[config.mk]
export PLATFORM = sky130hd
export DESIGN_NAME = sirs_top
export DESIGN_NICKNAME = d
export VERILOG_FILES = /design/src/rtl/sirs_pkg.sv /design/src/rtl/sirs_sync.sv /design/src/rtl/sirs_resp.sv /design/src/rtl/sirs_top.sv
export VERILOG_INCLUDE_DIRS = /design/src /design/src/rtl
export SDC_FILE = /design/constraint.sdc
export NUM_CORES = 1
export LEC_CHECK = 0
export ABC_AREA = 1
export BUFFER_PORTS_ARGS = -buffer_cell sky130_fd_sc_hd__buf_2
export CAP_MARGIN = 30
export CORE_ASPECT_RATIO = 1.4
export CORE_MARGIN = 2
export CORE_UTILIZATION = 30
export CTS_CLUSTER_SIZE = 24
export DETAILED_ROUTE_END_ITERATION = 10
export SYNTH_ARGS = -nofsm -noshare
export SYNTH_HDL_FRONTEND = slang
export SYNTH_SLANG_ARGS = --single-unit
[constraint.sdc]
create_clock -name sys_clk -period 2.1 [get_ports sys_clk]
set_input_delay 0 -clock sys_clk [delete_from_list [all_inputs] [get_ports sys_clk]]
set_output_delay 0 -clock sys_clk [all_outputs]
set_load 0.02 [all_outputs]
[src/rtl/sirs_cfg.svh]
// sirs_cfg.svh: offsets, field positions, reset values and codes of the
// sensor interrupt and response status block.
// assumes: included by bare name, byte addresses are four times the index.
`ifndef SIRS_CFG_SVH
`define SIRS_CFG_SVH

// register indices, byte address is index times four
`define SIRS_IDX_INT_CFG      6'h03
`define SIRS_IDX_IRQ_EN       6'h04
`define SIRS_IDX_MODE_A       6'h05
`define SIRS_IDX_MODE_B       6'h06
`define SIRS_IDX_LED_PAIR     6'h0F
`define SIRS_IDX_LED_THIRD    6'h10
`define SIRS_IDX_COMMAND      6'h18
`define SIRS_IDX_RESPONSE     6'h20
`define SIRS_IDX_IRQ_FLAGS    6'h21
`define SIRS_IDX_PIN_STAT     6'h31

// field positions
`define SIRS_BIT_PIN_OE       0
`define SIRS_BIT_PROX_ONE     2
`define SIRS_BIT_PROX_TWO     3
`define SIRS_BIT_PROX_THREE   4
`define SIRS_AMB_LSB          0
`define SIRS_AMB_MSB          1
`define SIRS_FLAG_MASK        8'h1F

// reset values
`define SIRS_RST_BYTE         8'h00
`define SIRS_RST_NIBBLE       4'h0

// ambient enable field values
`define SIRS_AMB_OFF          2'h0
`define SIRS_AMB_EVERY        2'h1

// command and response codes
`define SIRS_CMD_NOP          8'h00
`define SIRS_RESP_INVALID     8'h80
`define SIRS_RESP_OVF_P1      8'h88
`define SIRS_RESP_OVF_P2      8'h89
`define SIRS_RESP_OVF_P3      8'h8A
`define SIRS_RESP_OVF_VIS     8'h8C
`define SIRS_RESP_OVF_IR      8'h8D
`define SIRS_RESP_OVF_AUX     8'h8E

// synchroniser depth
`define SIRS_SYNC_STAGES      2

`endif

[src/rtl/sirs_pkg.sv]
// sirs_pkg.sv: types shared by the interrupt and response status files.
// assumes: numbers live in sirs_cfg.svh, this holds types only.
package sirs_pkg;

    // one register byte
    typedef logic [7:0] sirs_byte_t;

    // bus slave answer state
    typedef enum logic [0:0] {
        BUS_IDLE,
        BUS_ANSWER
    } sirs_bus_e;

endpackage

[src/rtl/sirs_sync.sv]
// sirs_sync.sv: two flip-flop synchroniser for pin inputs.
// assumes: first stage is read only by the second stage.
`timescale 1ns/1ps
`include "sirs_cfg.svh"

module sirs_sync (
    input  wire logic sys_clk,
    input  wire logic rst_n,
    input  wire logic async_in,
    output logic      sync_out
);

    logic [`SIRS_SYNC_STAGES-1:0] stage_ff; // shift chain

    //////////////////////////////////////////////////////////////////////
    // chain of stages, built by a generate loop
    genvar g;
    generate
        for (g = 0; g < `SIRS_SYNC_STAGES; g = g + 1) begin : g_stage
            if (g == 0) begin : g_first
                always_ff @(posedge sys_clk) begin
                    if (!rst_n) begin
                        stage_ff[g] <= 1'b1;
                    end else begin
                        stage_ff[g] <= async_in;
                    end
                end
            end else begin : g_next
                always_ff @(posedge sys_clk) begin
                    if (!rst_n) begin
                        stage_ff[g] <= 1'b1;
                    end else begin
                        stage_ff[g] <= stage_ff[g-1];
                    end
                end
            end
        end
    endgenerate

    // last stage is the clean level
    assign sync_out = stage_ff[`SIRS_SYNC_STAGES-1];

endmodule

[src/rtl/sirs_resp.sv]
// sirs_resp.sv: response code register with rolling completion counter.
// assumes: event inputs are one-cycle pulses on sys_clk.
`timescale 1ns/1ps
`include "sirs_cfg.svh"

module sirs_resp (
    input  wire logic             sys_clk,
    input  wire logic             rst_n,
    input  wire logic             nop_clear,
    input  wire logic             cmd_done,
    input  wire logic             invalid_set,
    input  wire logic [5:0]       overflow,
    output sirs_pkg::sirs_byte_t  response
);

    sirs_pkg::sirs_byte_t resp_ff;      // held response code
    sirs_pkg::sirs_byte_t nxt_resp;     // next response code
    sirs_pkg::sirs_byte_t ovf_code;     // code of first overflow
    logic                 held_invalid; // invalid code stays until nop
    logic                 no_error;     // upper nibble clear
    logic [3:0]           count_inc;    // counter plus one, wraps

    //////////////////////////////////////////////////////////////////////
    // overflow code, lowest channel first
    assign ovf_code = overflow[0] ? `SIRS_RESP_OVF_P1 :
                      overflow[1] ? `SIRS_RESP_OVF_P2 :
                      overflow[2] ? `SIRS_RESP_OVF_P3 :
                      overflow[3] ? `SIRS_RESP_OVF_VIS :
                      overflow[4] ? `SIRS_RESP_OVF_IR :
                                    `SIRS_RESP_OVF_AUX;

    assign held_invalid = (resp_ff == `SIRS_RESP_INVALID);
    assign no_error     = (resp_ff[7:4] == `SIRS_RST_NIBBLE);
    assign count_inc    = resp_ff[3:0] + 4'h1;

    // priority: nop, invalid, held invalid, overflow, completion
    assign nxt_resp =
        nop_clear    ? `SIRS_RST_BYTE :
        invalid_set  ? `SIRS_RESP_INVALID :
        held_invalid ? resp_ff :
        (|overflow)  ? ovf_code :
        (cmd_done && no_error) ? {`SIRS_RST_NIBBLE, count_inc} :
                       resp_ff;

    //////////////////////////////////////////////////////////////////////
    // response register
    always_ff @(posedge sys_clk) begin
        if (!rst_n) begin
            resp_ff <= `SIRS_RST_BYTE;
        end else begin
            resp_ff <= nxt_resp;
        end
    end

    // upper nibble non-zero flags an error to software
    assign response = resp_ff;

endmodule

[src/rtl/sirs_top.sv]
// sirs_top.sv: interrupt flags, mask, pin drive, response code, led
// current fields and the avalon-mm register slave of the sensor.
// assumes: sequencer events arrive as one-cycle pulses on sys_clk,
// the interrupt pin is open drain with an external pull-up.
//
// How it works
// - good completion bumps low nibble counter
// - nop command zeroes the response code
// - invalid setting code held until nop
// - proximity overflows give codes 88, 89, 8A
// - ambient and aux overflows give 8C-8E
// - mask bit 2 arms proximity one flag
// - mask bit 3 arms proximity two flag
// - mask bit 4 arms proximity three flag
// - ambient field 01 flags visible or uv
// - pin driven only with output enable set
// - mask and flags anded drive pin
// - writing one clears a flag bit
// - mask alone decides flag setting, modes only go out to the sequencer
// - led currents in four bit fields
// - non-zero upper nibble means error
// - pin pulled low on enabled flag
`timescale 1ns/1ps
`include "sirs_cfg.svh"

module sirs_top (
    input  wire logic        sys_clk,
    input  wire logic        rst_n,
    // avalon-mm slave
    input  wire logic [7:0]  avs_address,
    input  wire logic        avs_read,
    input  wire logic        avs_write,
    input  wire logic [31:0] avs_writedata,
    input  wire logic [3:0]  avs_byteenable,
    output logic      [31:0] avs_readdata,
    output logic             avs_waitrequest,
    // sequencer events
    input  wire logic        prox_one_sample,
    input  wire logic        prox_two_sample,
    input  wire logic        prox_three_sample,
    input  wire logic        visible_sample,
    input  wire logic        uv_sample,
    input  wire logic        cmd_done,
    input  wire logic        invalid_setting,
    input  wire logic [5:0]  overflow,
    // sequencer controls
    output logic      [7:0]  command_value,
    output logic             command_strobe,
    output logic      [7:0]  irq_mode_reg_a,
    output logic      [7:0]  irq_mode_reg_b,
    output logic      [3:0]  led_one_current,
    output logic      [3:0]  led_two_current,
    output logic      [3:0]  led_three_current,
    // open drain interrupt pin
    input  wire logic        irq_pin_in,
    output logic             irq_pin_out,
    output logic             irq_pin_oe
);

    //////////////////////////////////////////////////////////////////////
    // declarations
    sirs_pkg::sirs_bus_e  bus_state_ff;   // slave answer state
    sirs_pkg::sirs_bus_e  nxt_bus_state;  // next answer state
    logic [31:0]          rdata_ff;       // captured read word
    logic [31:0]          nxt_rdata;      // read word being built
    sirs_pkg::sirs_byte_t int_cfg_ff;     // pin output enable
    sirs_pkg::sirs_byte_t irq_en_ff;      // interrupt enable mask
    sirs_pkg::sirs_byte_t mode_a_ff;      // interrupt mode a
    sirs_pkg::sirs_byte_t mode_b_ff;      // interrupt mode b
    sirs_pkg::sirs_byte_t led_pair_ff;    // led one and two current
    sirs_pkg::sirs_byte_t led_third_ff;   // led three current
    sirs_pkg::sirs_byte_t cmd_ff;         // last command written
    logic                 cmd_stb_ff;     // one-cycle command pulse
    sirs_pkg::sirs_byte_t flags_ff;       // interrupt flags
    sirs_pkg::sirs_byte_t nxt_flags;      // next flags
    sirs_pkg::sirs_byte_t flag_set;       // flags raised this cycle
    sirs_pkg::sirs_byte_t flag_clr;       // flags cleared by software
    sirs_pkg::sirs_byte_t response;       // response code
    logic                 irq_oe_ff;      // registered pin drive
    logic                 pin_level;      // synchronised pin level
    logic                 answer;         // access completes now
    logic                 wr_take;        // write takes effect
    logic                 wr_lane;        // write with low byte lane
    logic                 nop_clear;      // nop command written
    logic                 irq_active;     // any enabled flag set
    logic                 amb_armed;      // ambient field selects 01
    logic [5:0]           idx;            // register index

    //////////////////////////////////////////////////////////////////////
    // address decode, used by both read and write paths
    function automatic logic reg_hit(input logic [5:0] a,
                                     input logic [5:0] r);
        reg_hit = (a == r);
    endfunction

    assign idx     = avs_address[7:2];
    assign answer  = (bus_state_ff == sirs_pkg::BUS_ANSWER);
    assign wr_take = answer && avs_write;
    assign wr_lane = wr_take && avs_byteenable[0];

    //////////////////////////////////////////////////////////////////////
    // slave handshake: one wait cycle, answer on the second
    // the master holds its request through the wait cycle, so the
    // write lands and read data stand at the edge waitrequest is low
    assign avs_waitrequest = !answer;
    assign nxt_bus_state   = answer ? sirs_pkg::BUS_IDLE :
                             (avs_read || avs_write) ?
                             sirs_pkg::BUS_ANSWER : sirs_pkg::BUS_IDLE;

    // state of the slave
    always_ff @(posedge sys_clk) begin
        if (!rst_n) begin
            bus_state_ff <= sirs_pkg::BUS_IDLE;
        end else begin
            bus_state_ff <= nxt_bus_state;
        end
    end

    //////////////////////////////////////////////////////////////////////
    // read mux, unmapped indices read zero
    always_comb begin
        nxt_rdata = 32'h0000_0000;
        if (reg_hit(idx, `SIRS_IDX_INT_CFG)) begin
            nxt_rdata[7:0] = int_cfg_ff;
        end else if (reg_hit(idx, `SIRS_IDX_IRQ_EN)) begin
            nxt_rdata[7:0] = irq_en_ff;
        end else if (reg_hit(idx, `SIRS_IDX_MODE_A)) begin
            nxt_rdata[7:0] = mode_a_ff;
        end else if (reg_hit(idx, `SIRS_IDX_MODE_B)) begin
            nxt_rdata[7:0] = mode_b_ff;
        end else if (reg_hit(idx, `SIRS_IDX_LED_PAIR)) begin
            nxt_rdata[7:0] = led_pair_ff;
        end else if (reg_hit(idx, `SIRS_IDX_LED_THIRD)) begin
            nxt_rdata[7:0] = led_third_ff;
        end else if (reg_hit(idx, `SIRS_IDX_COMMAND)) begin
            nxt_rdata[7:0] = cmd_ff;
        end else if (reg_hit(idx, `SIRS_IDX_RESPONSE)) begin
            nxt_rdata[7:0] = response;
        end else if (reg_hit(idx, `SIRS_IDX_IRQ_FLAGS)) begin
            nxt_rdata[7:0] = flags_ff;
        end else if (reg_hit(idx, `SIRS_IDX_PIN_STAT)) begin
            nxt_rdata[0] = pin_level;
            nxt_rdata[1] = irq_active;
        end
    end

    // read word captured on the wait cycle, stands while answering
    // capturing one cycle early keeps readdata a plain flop output
    always_ff @(posedge sys_clk) begin
        if (!rst_n) begin
            rdata_ff <= 32'h0000_0000;
        end else if (!answer && avs_read) begin
            rdata_ff <= nxt_rdata;
        end
    end

    assign avs_readdata = rdata_ff;

    //////////////////////////////////////////////////////////////////////
    // writable configuration registers
    always_ff @(posedge sys_clk) begin
        if (!rst_n) begin
            int_cfg_ff   <= `SIRS_RST_BYTE;
            irq_en_ff    <= `SIRS_RST_BYTE;
            mode_a_ff    <= `SIRS_RST_BYTE;
            mode_b_ff    <= `SIRS_RST_BYTE;
            led_pair_ff  <= `SIRS_RST_BYTE;
            led_third_ff <= `SIRS_RST_BYTE;
        end else if (wr_lane) begin
            // only bit 0 of the pin config is kept
            if (reg_hit(idx, `SIRS_IDX_INT_CFG)) begin
                int_cfg_ff <= {7'h00, avs_writedata[`SIRS_BIT_PIN_OE]};
            end
            // unused mask bits read zero
            if (reg_hit(idx, `SIRS_IDX_IRQ_EN)) begin
                irq_en_ff <= avs_writedata[7:0] & `SIRS_FLAG_MASK;
            end
            if (reg_hit(idx, `SIRS_IDX_MODE_A)) begin
                mode_a_ff <= avs_writedata[7:0];
            end
            if (reg_hit(idx, `SIRS_IDX_MODE_B)) begin
                mode_b_ff <= avs_writedata[7:0];
            end
            if (reg_hit(idx, `SIRS_IDX_LED_PAIR)) begin
                led_pair_ff <= avs_writedata[7:0];
            end
            if (reg_hit(idx, `SIRS_IDX_LED_THIRD)) begin
                led_third_ff <= {4'h0, avs_writedata[3:0]};
            end
        end
    end

    // led current fields
    assign led_one_current   = led_pair_ff[3:0];
    assign led_two_current   = led_pair_ff[7:4];
    assign led_three_current = led_third_ff[3:0];
    assign irq_mode_reg_a    = mode_a_ff;
    assign irq_mode_reg_b    = mode_b_ff;

    //////////////////////////////////////////////////////////////////////
    // command register and its pulse to the sequencer
    always_ff @(posedge sys_clk) begin
        if (!rst_n) begin
            cmd_ff     <= `SIRS_RST_BYTE;
            cmd_stb_ff <= 1'b0;
        end else begin
            cmd_stb_ff <= wr_lane && reg_hit(idx, `SIRS_IDX_COMMAND);
            if (wr_lane && reg_hit(idx, `SIRS_IDX_COMMAND)) begin
                cmd_ff <= avs_writedata[7:0];
            end
        end
    end

    assign command_value  = cmd_ff;
    assign command_strobe = cmd_stb_ff;

    // nop write clears the response at once
    assign nop_clear = wr_lane && reg_hit(idx, `SIRS_IDX_COMMAND) &&
                       (avs_writedata[7:0] == `SIRS_CMD_NOP);

    //////////////////////////////////////////////////////////////////////
    // response code
    sirs_resp u_resp (
        .sys_clk     (sys_clk),
        .rst_n       (rst_n),
        .nop_clear   (nop_clear),
        .cmd_done    (cmd_done),
        .invalid_set (invalid_setting),
        .overflow    (overflow),
        .response    (response)
    );

    //////////////////////////////////////////////////////////////////////
    // flag raising, gated by the mask
    assign amb_armed = (irq_en_ff[`SIRS_AMB_MSB:`SIRS_AMB_LSB] ==
                        `SIRS_AMB_EVERY);

    always_comb begin
        flag_set = `SIRS_RST_BYTE;
        // proximity one
        flag_set[`SIRS_BIT_PROX_ONE] = prox_one_sample &&
                                       irq_en_ff[`SIRS_BIT_PROX_ONE];
        // proximity two
        flag_set[`SIRS_BIT_PROX_TWO] = prox_two_sample &&
                                       irq_en_ff[`SIRS_BIT_PROX_TWO];
        // proximity three
        flag_set[`SIRS_BIT_PROX_THREE] = prox_three_sample &&
                                         irq_en_ff[`SIRS_BIT_PROX_THREE];
        // ambient on visible or uv sample
        flag_set[`SIRS_AMB_LSB] = amb_armed &&
                                  (visible_sample || uv_sample);
    end

    // write one to clear, zero leaves a flag
    assign flag_clr = (wr_lane && reg_hit(idx, `SIRS_IDX_IRQ_FLAGS)) ?
                      avs_writedata[7:0] : `SIRS_RST_BYTE;

    // a set in the clearing cycle wins
    // so an event racing a software clear is never lost
    assign nxt_flags = ((flags_ff & ~flag_clr) | flag_set) &
                       `SIRS_FLAG_MASK;

    // flag register
    always_ff @(posedge sys_clk) begin
        if (!rst_n) begin
            flags_ff <= `SIRS_RST_BYTE;
        end else begin
            flags_ff <= nxt_flags;
        end
    end

    //////////////////////////////////////////////////////////////////////
    // pin drive: and of mask and flags, gated by output enable
    assign irq_active = |(flags_ff & irq_en_ff);

    // registered drive, decode settling never glitches the line
    always_ff @(posedge sys_clk) begin
        if (!rst_n) begin
            irq_oe_ff <= 1'b0;
        end else begin
            // drive low while enabled, release otherwise
            irq_oe_ff <= int_cfg_ff[`SIRS_BIT_PIN_OE] &&
                         irq_active;
        end
    end

    // open drain: output low, enable carries the drive
    assign irq_pin_out = 1'b0;
    assign irq_pin_oe  = irq_oe_ff;

    // pin level readback through a synchroniser
    // stages reset high, the released level, so no false low follows reset
    sirs_sync u_pin_sync (
        .sys_clk  (sys_clk),
        .rst_n    (rst_n),
        .async_in (irq_pin_in),
        .sync_out (pin_level)
    );

endmodule

==> impl_summary.md <==
Synthesis
Yosys mapped the design onto 41 distinct sky130hd cell types. The mean cell area of the mapped netlist is 7.42 um2. The number of standard cells after synthesis is 439. The synthesis warning total is 0. The cell area after synthesis is 3260 um2. The sequential fraction of the synthesis area is 0.399.

The post-synthesis sequential element count is 65.

Worst setup path
The largest single stage delay on the critical path is 350 ps. The type of element launching the critical path is a flop. Setup slack on the worst reg-to-reg path comes out at 530 ps. The highest-delay cell along the critical path is sky130_fd_sc_hd__dfxtp_1. The critical path's most frequent cell is sky130_fd_sc_hd__nand2_1. At the worst endpoint, the required time is 2310 ps.

The highest net fanout along the worst path is 5. The critical path's top delay family is simple AND/OR/NAND/NOR gates. The number of buffers and inverters on the critical path is 1. The arrival time reported for the critical path endpoint is 1780 ps. Walking the worst path, the cells encountered are inv_1 -> ha_1 -> nand2_1 -> o31ai_1 -> nand2_1 -> nand4_1 -> xor2_1 -> a21oi_1.

The kind of capture point of the worst setup path is a flop. The critical path is of the reg2reg type.

Timing
Across the routed clock network, the largest skew measured is 6.36 ps. The time the worst path needs with I/O delays and setup is 1570 ps. Setup repair after global routing left no endpoint under its margin. Setup violations remaining at the end of the flow were counted as 0. The transition time at the pin with the least slew margin is 565 ps. The part of the cycle the worst path needs is 0.747. The final hold violation count is 0. In this run the tightest slew margin relative to its limit is 0.622. The maximum frequency from static timing analysis is 638 MHz. Setup slack closes at 531 ps. The setup total negative slack is 0 ps. The final number of max-transition violations is 0.

Global route
The largest net degree at the start of global routing is 36. Across every metal layer, demand over resource in global routing totals 0.172. The via count of the first global-routing pass is 3078. The first global-routing pass estimated 15.3 mm of wire. The initial antenna violation count is 0.

The total overflow left after global routing is 0.

Placement
The count of buffers inserted at the top-level ports is 79. The cell count after placement is 653. Timing analysis after detailed placement gives a worst setup slack of 530 ps. The post-place instance area is 3710 um2. The post-detailed-placement half-perimeter wirelength is 7.67 mm. The final RePlAce weighted congestion is 0.892.

Die
For this configuration, the core starts out at a cell density of 0.305. In this run the core area contains 45 standard-cell rows. 134 I/O pins were placed. The width of the die is 92.1 um. The floorplan step defined a die boundary enclosing 11700 um2. The core region is 10700 um2. From bottom edge to top edge, the die measures 127 um.

Cells and area
After filler insertion, the fill cell instance count of the layout stands at 1150. Once layout is complete, the utilization of the core stands at 0.387. The final-stage net count is 603.

The number of antenna cells inserted is 0. Compared with the post-synthesis result, the final layout area differs by 27.2%. The count of cells in the finished layout, fillers not included, comes to 685. The layout cell share with drive strength beyond 1 is 0.246. Summing all non-filler instances in the final layout gives an area of 4140 um2.

Route
The per-cell routed wire length is 14.5 um. The initial detailed-routing violation count is 197. Wires add up to 9.91 mm. In this run the remaining antenna-violating nets after routing total 0. In the routed design, unresolved DRC markers number 0. The length of the first detailed-routing pass in iterations is 5.

After detailed routing, the number of vias per cell comes to 4.75. The detailed router placed 3252 vias in this run.

CTS
At the later pin of the worst-skew pair, clock insertion delay measures 330 ps. CTS placed an instance of sky130_fd_sc_hd__clkbuf_16 at the clock tree root. CTS saw 65 sinks.

The clock tree from TritonCTS is yes. The number of H-tree branching levels is 3. The worst-case clock buffer depth is 2. The number of clock buffers added by TritonCTS is 9.

Buffers added to address setup during post-CTS repair amount to 0. Clock-pin slew was measured on the worst setup and hold paths at 50 ps. The count of cells resized by post-cts repair is 0.

Pwr
In this run the power density over the cells is 695 nW/um2. The analysis attributes to cell leakage a power of 1.91 nW. The worst voltage drop across the vdd grid is 0.493 mV.

Run
The tool flagged a number of max-cap violations equal to 0.

Hold path
The min-delay analysis places its worst path in the category in2reg.

Run status
The flow ran to the end, and the final reports show no timing, DRC or antenna violations.
[flip-flops by register name (all words and copies together) (netlist names)]
signal               flops
command_strobe           1
irq_mode_reg_b           8
answer                   1
u_pin_sync.sync_out      1
int_cfg_ff               1
led_third_ff             4
flags_ff                 5
command_value            8
avs_readdata             8
irq_en_ff                5
irq_mode_reg_a           8
u_resp.response          5
led_pair_ff              8
irq_pin_oe               1
u_pin_sync.stage_ff      1
[cells in the final DEF (no fill, tap or decap), drive strengths merged]
cell / synthesis / final
a21oi: 64 / 64
o21bai: 1 / 1
nand2: 80 / 80
dlygate4sd3: 0 / 16
o21ai: 42 / 42
a31oi: 1 / 1
or2: 3 / 3
nor4: 2 / 2
nand3: 25 / 25
clkbuf: 6 / 13
o22ai: 1 / 1
o2111ai: 2 / 2
conb: 1 / 25
o31ai: 2 / 2
a211oi: 1 / 1
xor2: 2 / 2
nor3: 6 / 6
o211ai: 5 / 5
a311oi: 1 / 1
nand4: 8 / 8
clkinv: 1 / 4
ha: 2 / 2
inv: 38 / 38
buf: 30 / 85
nor2: 49 / 49
dfxtp: 65 / 65
and2: 1 / 1
[cell usage after synthesis, drive strengths merged]
library cell / count / area [um2]
a21oi: 64 / 320
o22ai: 1 / 6.26
a211oi: 1 / 12.5
inv: 38 / 143
nand2: 80 / 325
dfxtp: 65 / 1300
xor2: 2 / 17.5
o211ai: 5 / 37.5
buf: 30 / 234
a311oi: 1 / 8.76
ha: 2 / 25.0
clkinv: 1 / 3.75
clkbuf: 6 / 22.5
nor3: 6 / 46.3
o2111ai: 2 / 17.5
o31ai: 2 / 15.0
o21ai: 42 / 214
o21bai: 1 / 7.51
conb: 1 / 3.75
nor2: 49 / 255
nand3: 25 / 143
nand4: 8 / 50.1
and2: 1 / 8.76
a31oi: 1 / 6.26
nor4: 2 / 12.5
or2: 3 / 21.3
[final timing paths]
check	from	end	cells past startpoint
min reg2reg	u_pin_sync.stage_ff[0]	u_pin_sync.sync_out	1
min	overflow[0]	u_resp.response[1]	4
max	u_resp.response[0]	u_resp.response[3]	8
max reg2reg	u_resp.response[0]	u_resp.response[3]	8
[routing by layer]
metal / GRT usage / routed length, um / share of wire / vias to the layer above
li1: - / - / - / 1625
met4: 0.113 / 410 / 0.041 / 0
met2: 0.277 / 4640 / 0.47 / 138
met5: 0 / 0 / 0 / -
met3: 0.0307 / 632 / 0.064 / 26
met1: 0.210 / 4230 / 0.43 / 1463
[layout make-up]
cell class | count | area, um2 | share of cell area
sequential | 65 | 1300 | 0.314
timing repair buffer | 101 | 601 | 0.145
clock buffer | 13 | 260 | 0.0628
tap | 141 | 176 | 0.0426
multi-input combinational | 323 | 1640 | 0.397
clock inverter | 3 | 15.0 | 0.00362
inverter | 39 | 146 | 0.0353
[per-stage QoR]
step	hold slack [ps]	power, mW
3_5_place_dp	208	1.51
5_1_grt	36.3	2.99
4_1_cts	12.0	2.90
6_report	10.7	2.88
3_3_place_gp	205	1.51
2_1_floorplan	107	1.46
[repair_timing]
action / 4_1_cts / 5_1_grt
setup endpoints to repair: 0 / 0
hold buffers: 16 / 0
hold endpoints to repair: 22 / 0
[worst min-delay path: stages]
cell	delay, ps
sky130_fd_sc_hd__buf_2	100
sky130_fd_sc_hd__o31ai_1	80
sky130_fd_sc_hd__nand2_1	60
sky130_fd_sc_hd__a21oi_1	60
[kinds of logic (layout without fill, tap and decap cells)]
family                   count (synthesis)  count (layout)  synth area share
buffers and inverters                   75             156             0.124
AND/OR/NAND/NOR                        174             174             0.265
AO/OA/AOI/OAI                          120             120             0.198
flip-flops                              65              65             0.399
adder cells (fa/ha/maj)                  2               2           0.00768
other                                    1              25           0.00115
XOR/XNOR                                 2               2           0.00538
[where the power goes]
group / internal, mW / switching, mW / total [mW]
Clock: 0.856 / 0.518 / 1.37
Sequential: 1.24 / 0.00704 / 1.25
Combinational: 0.0797 / 0.176 / 0.256
Power figures use the tool's default switching activity.
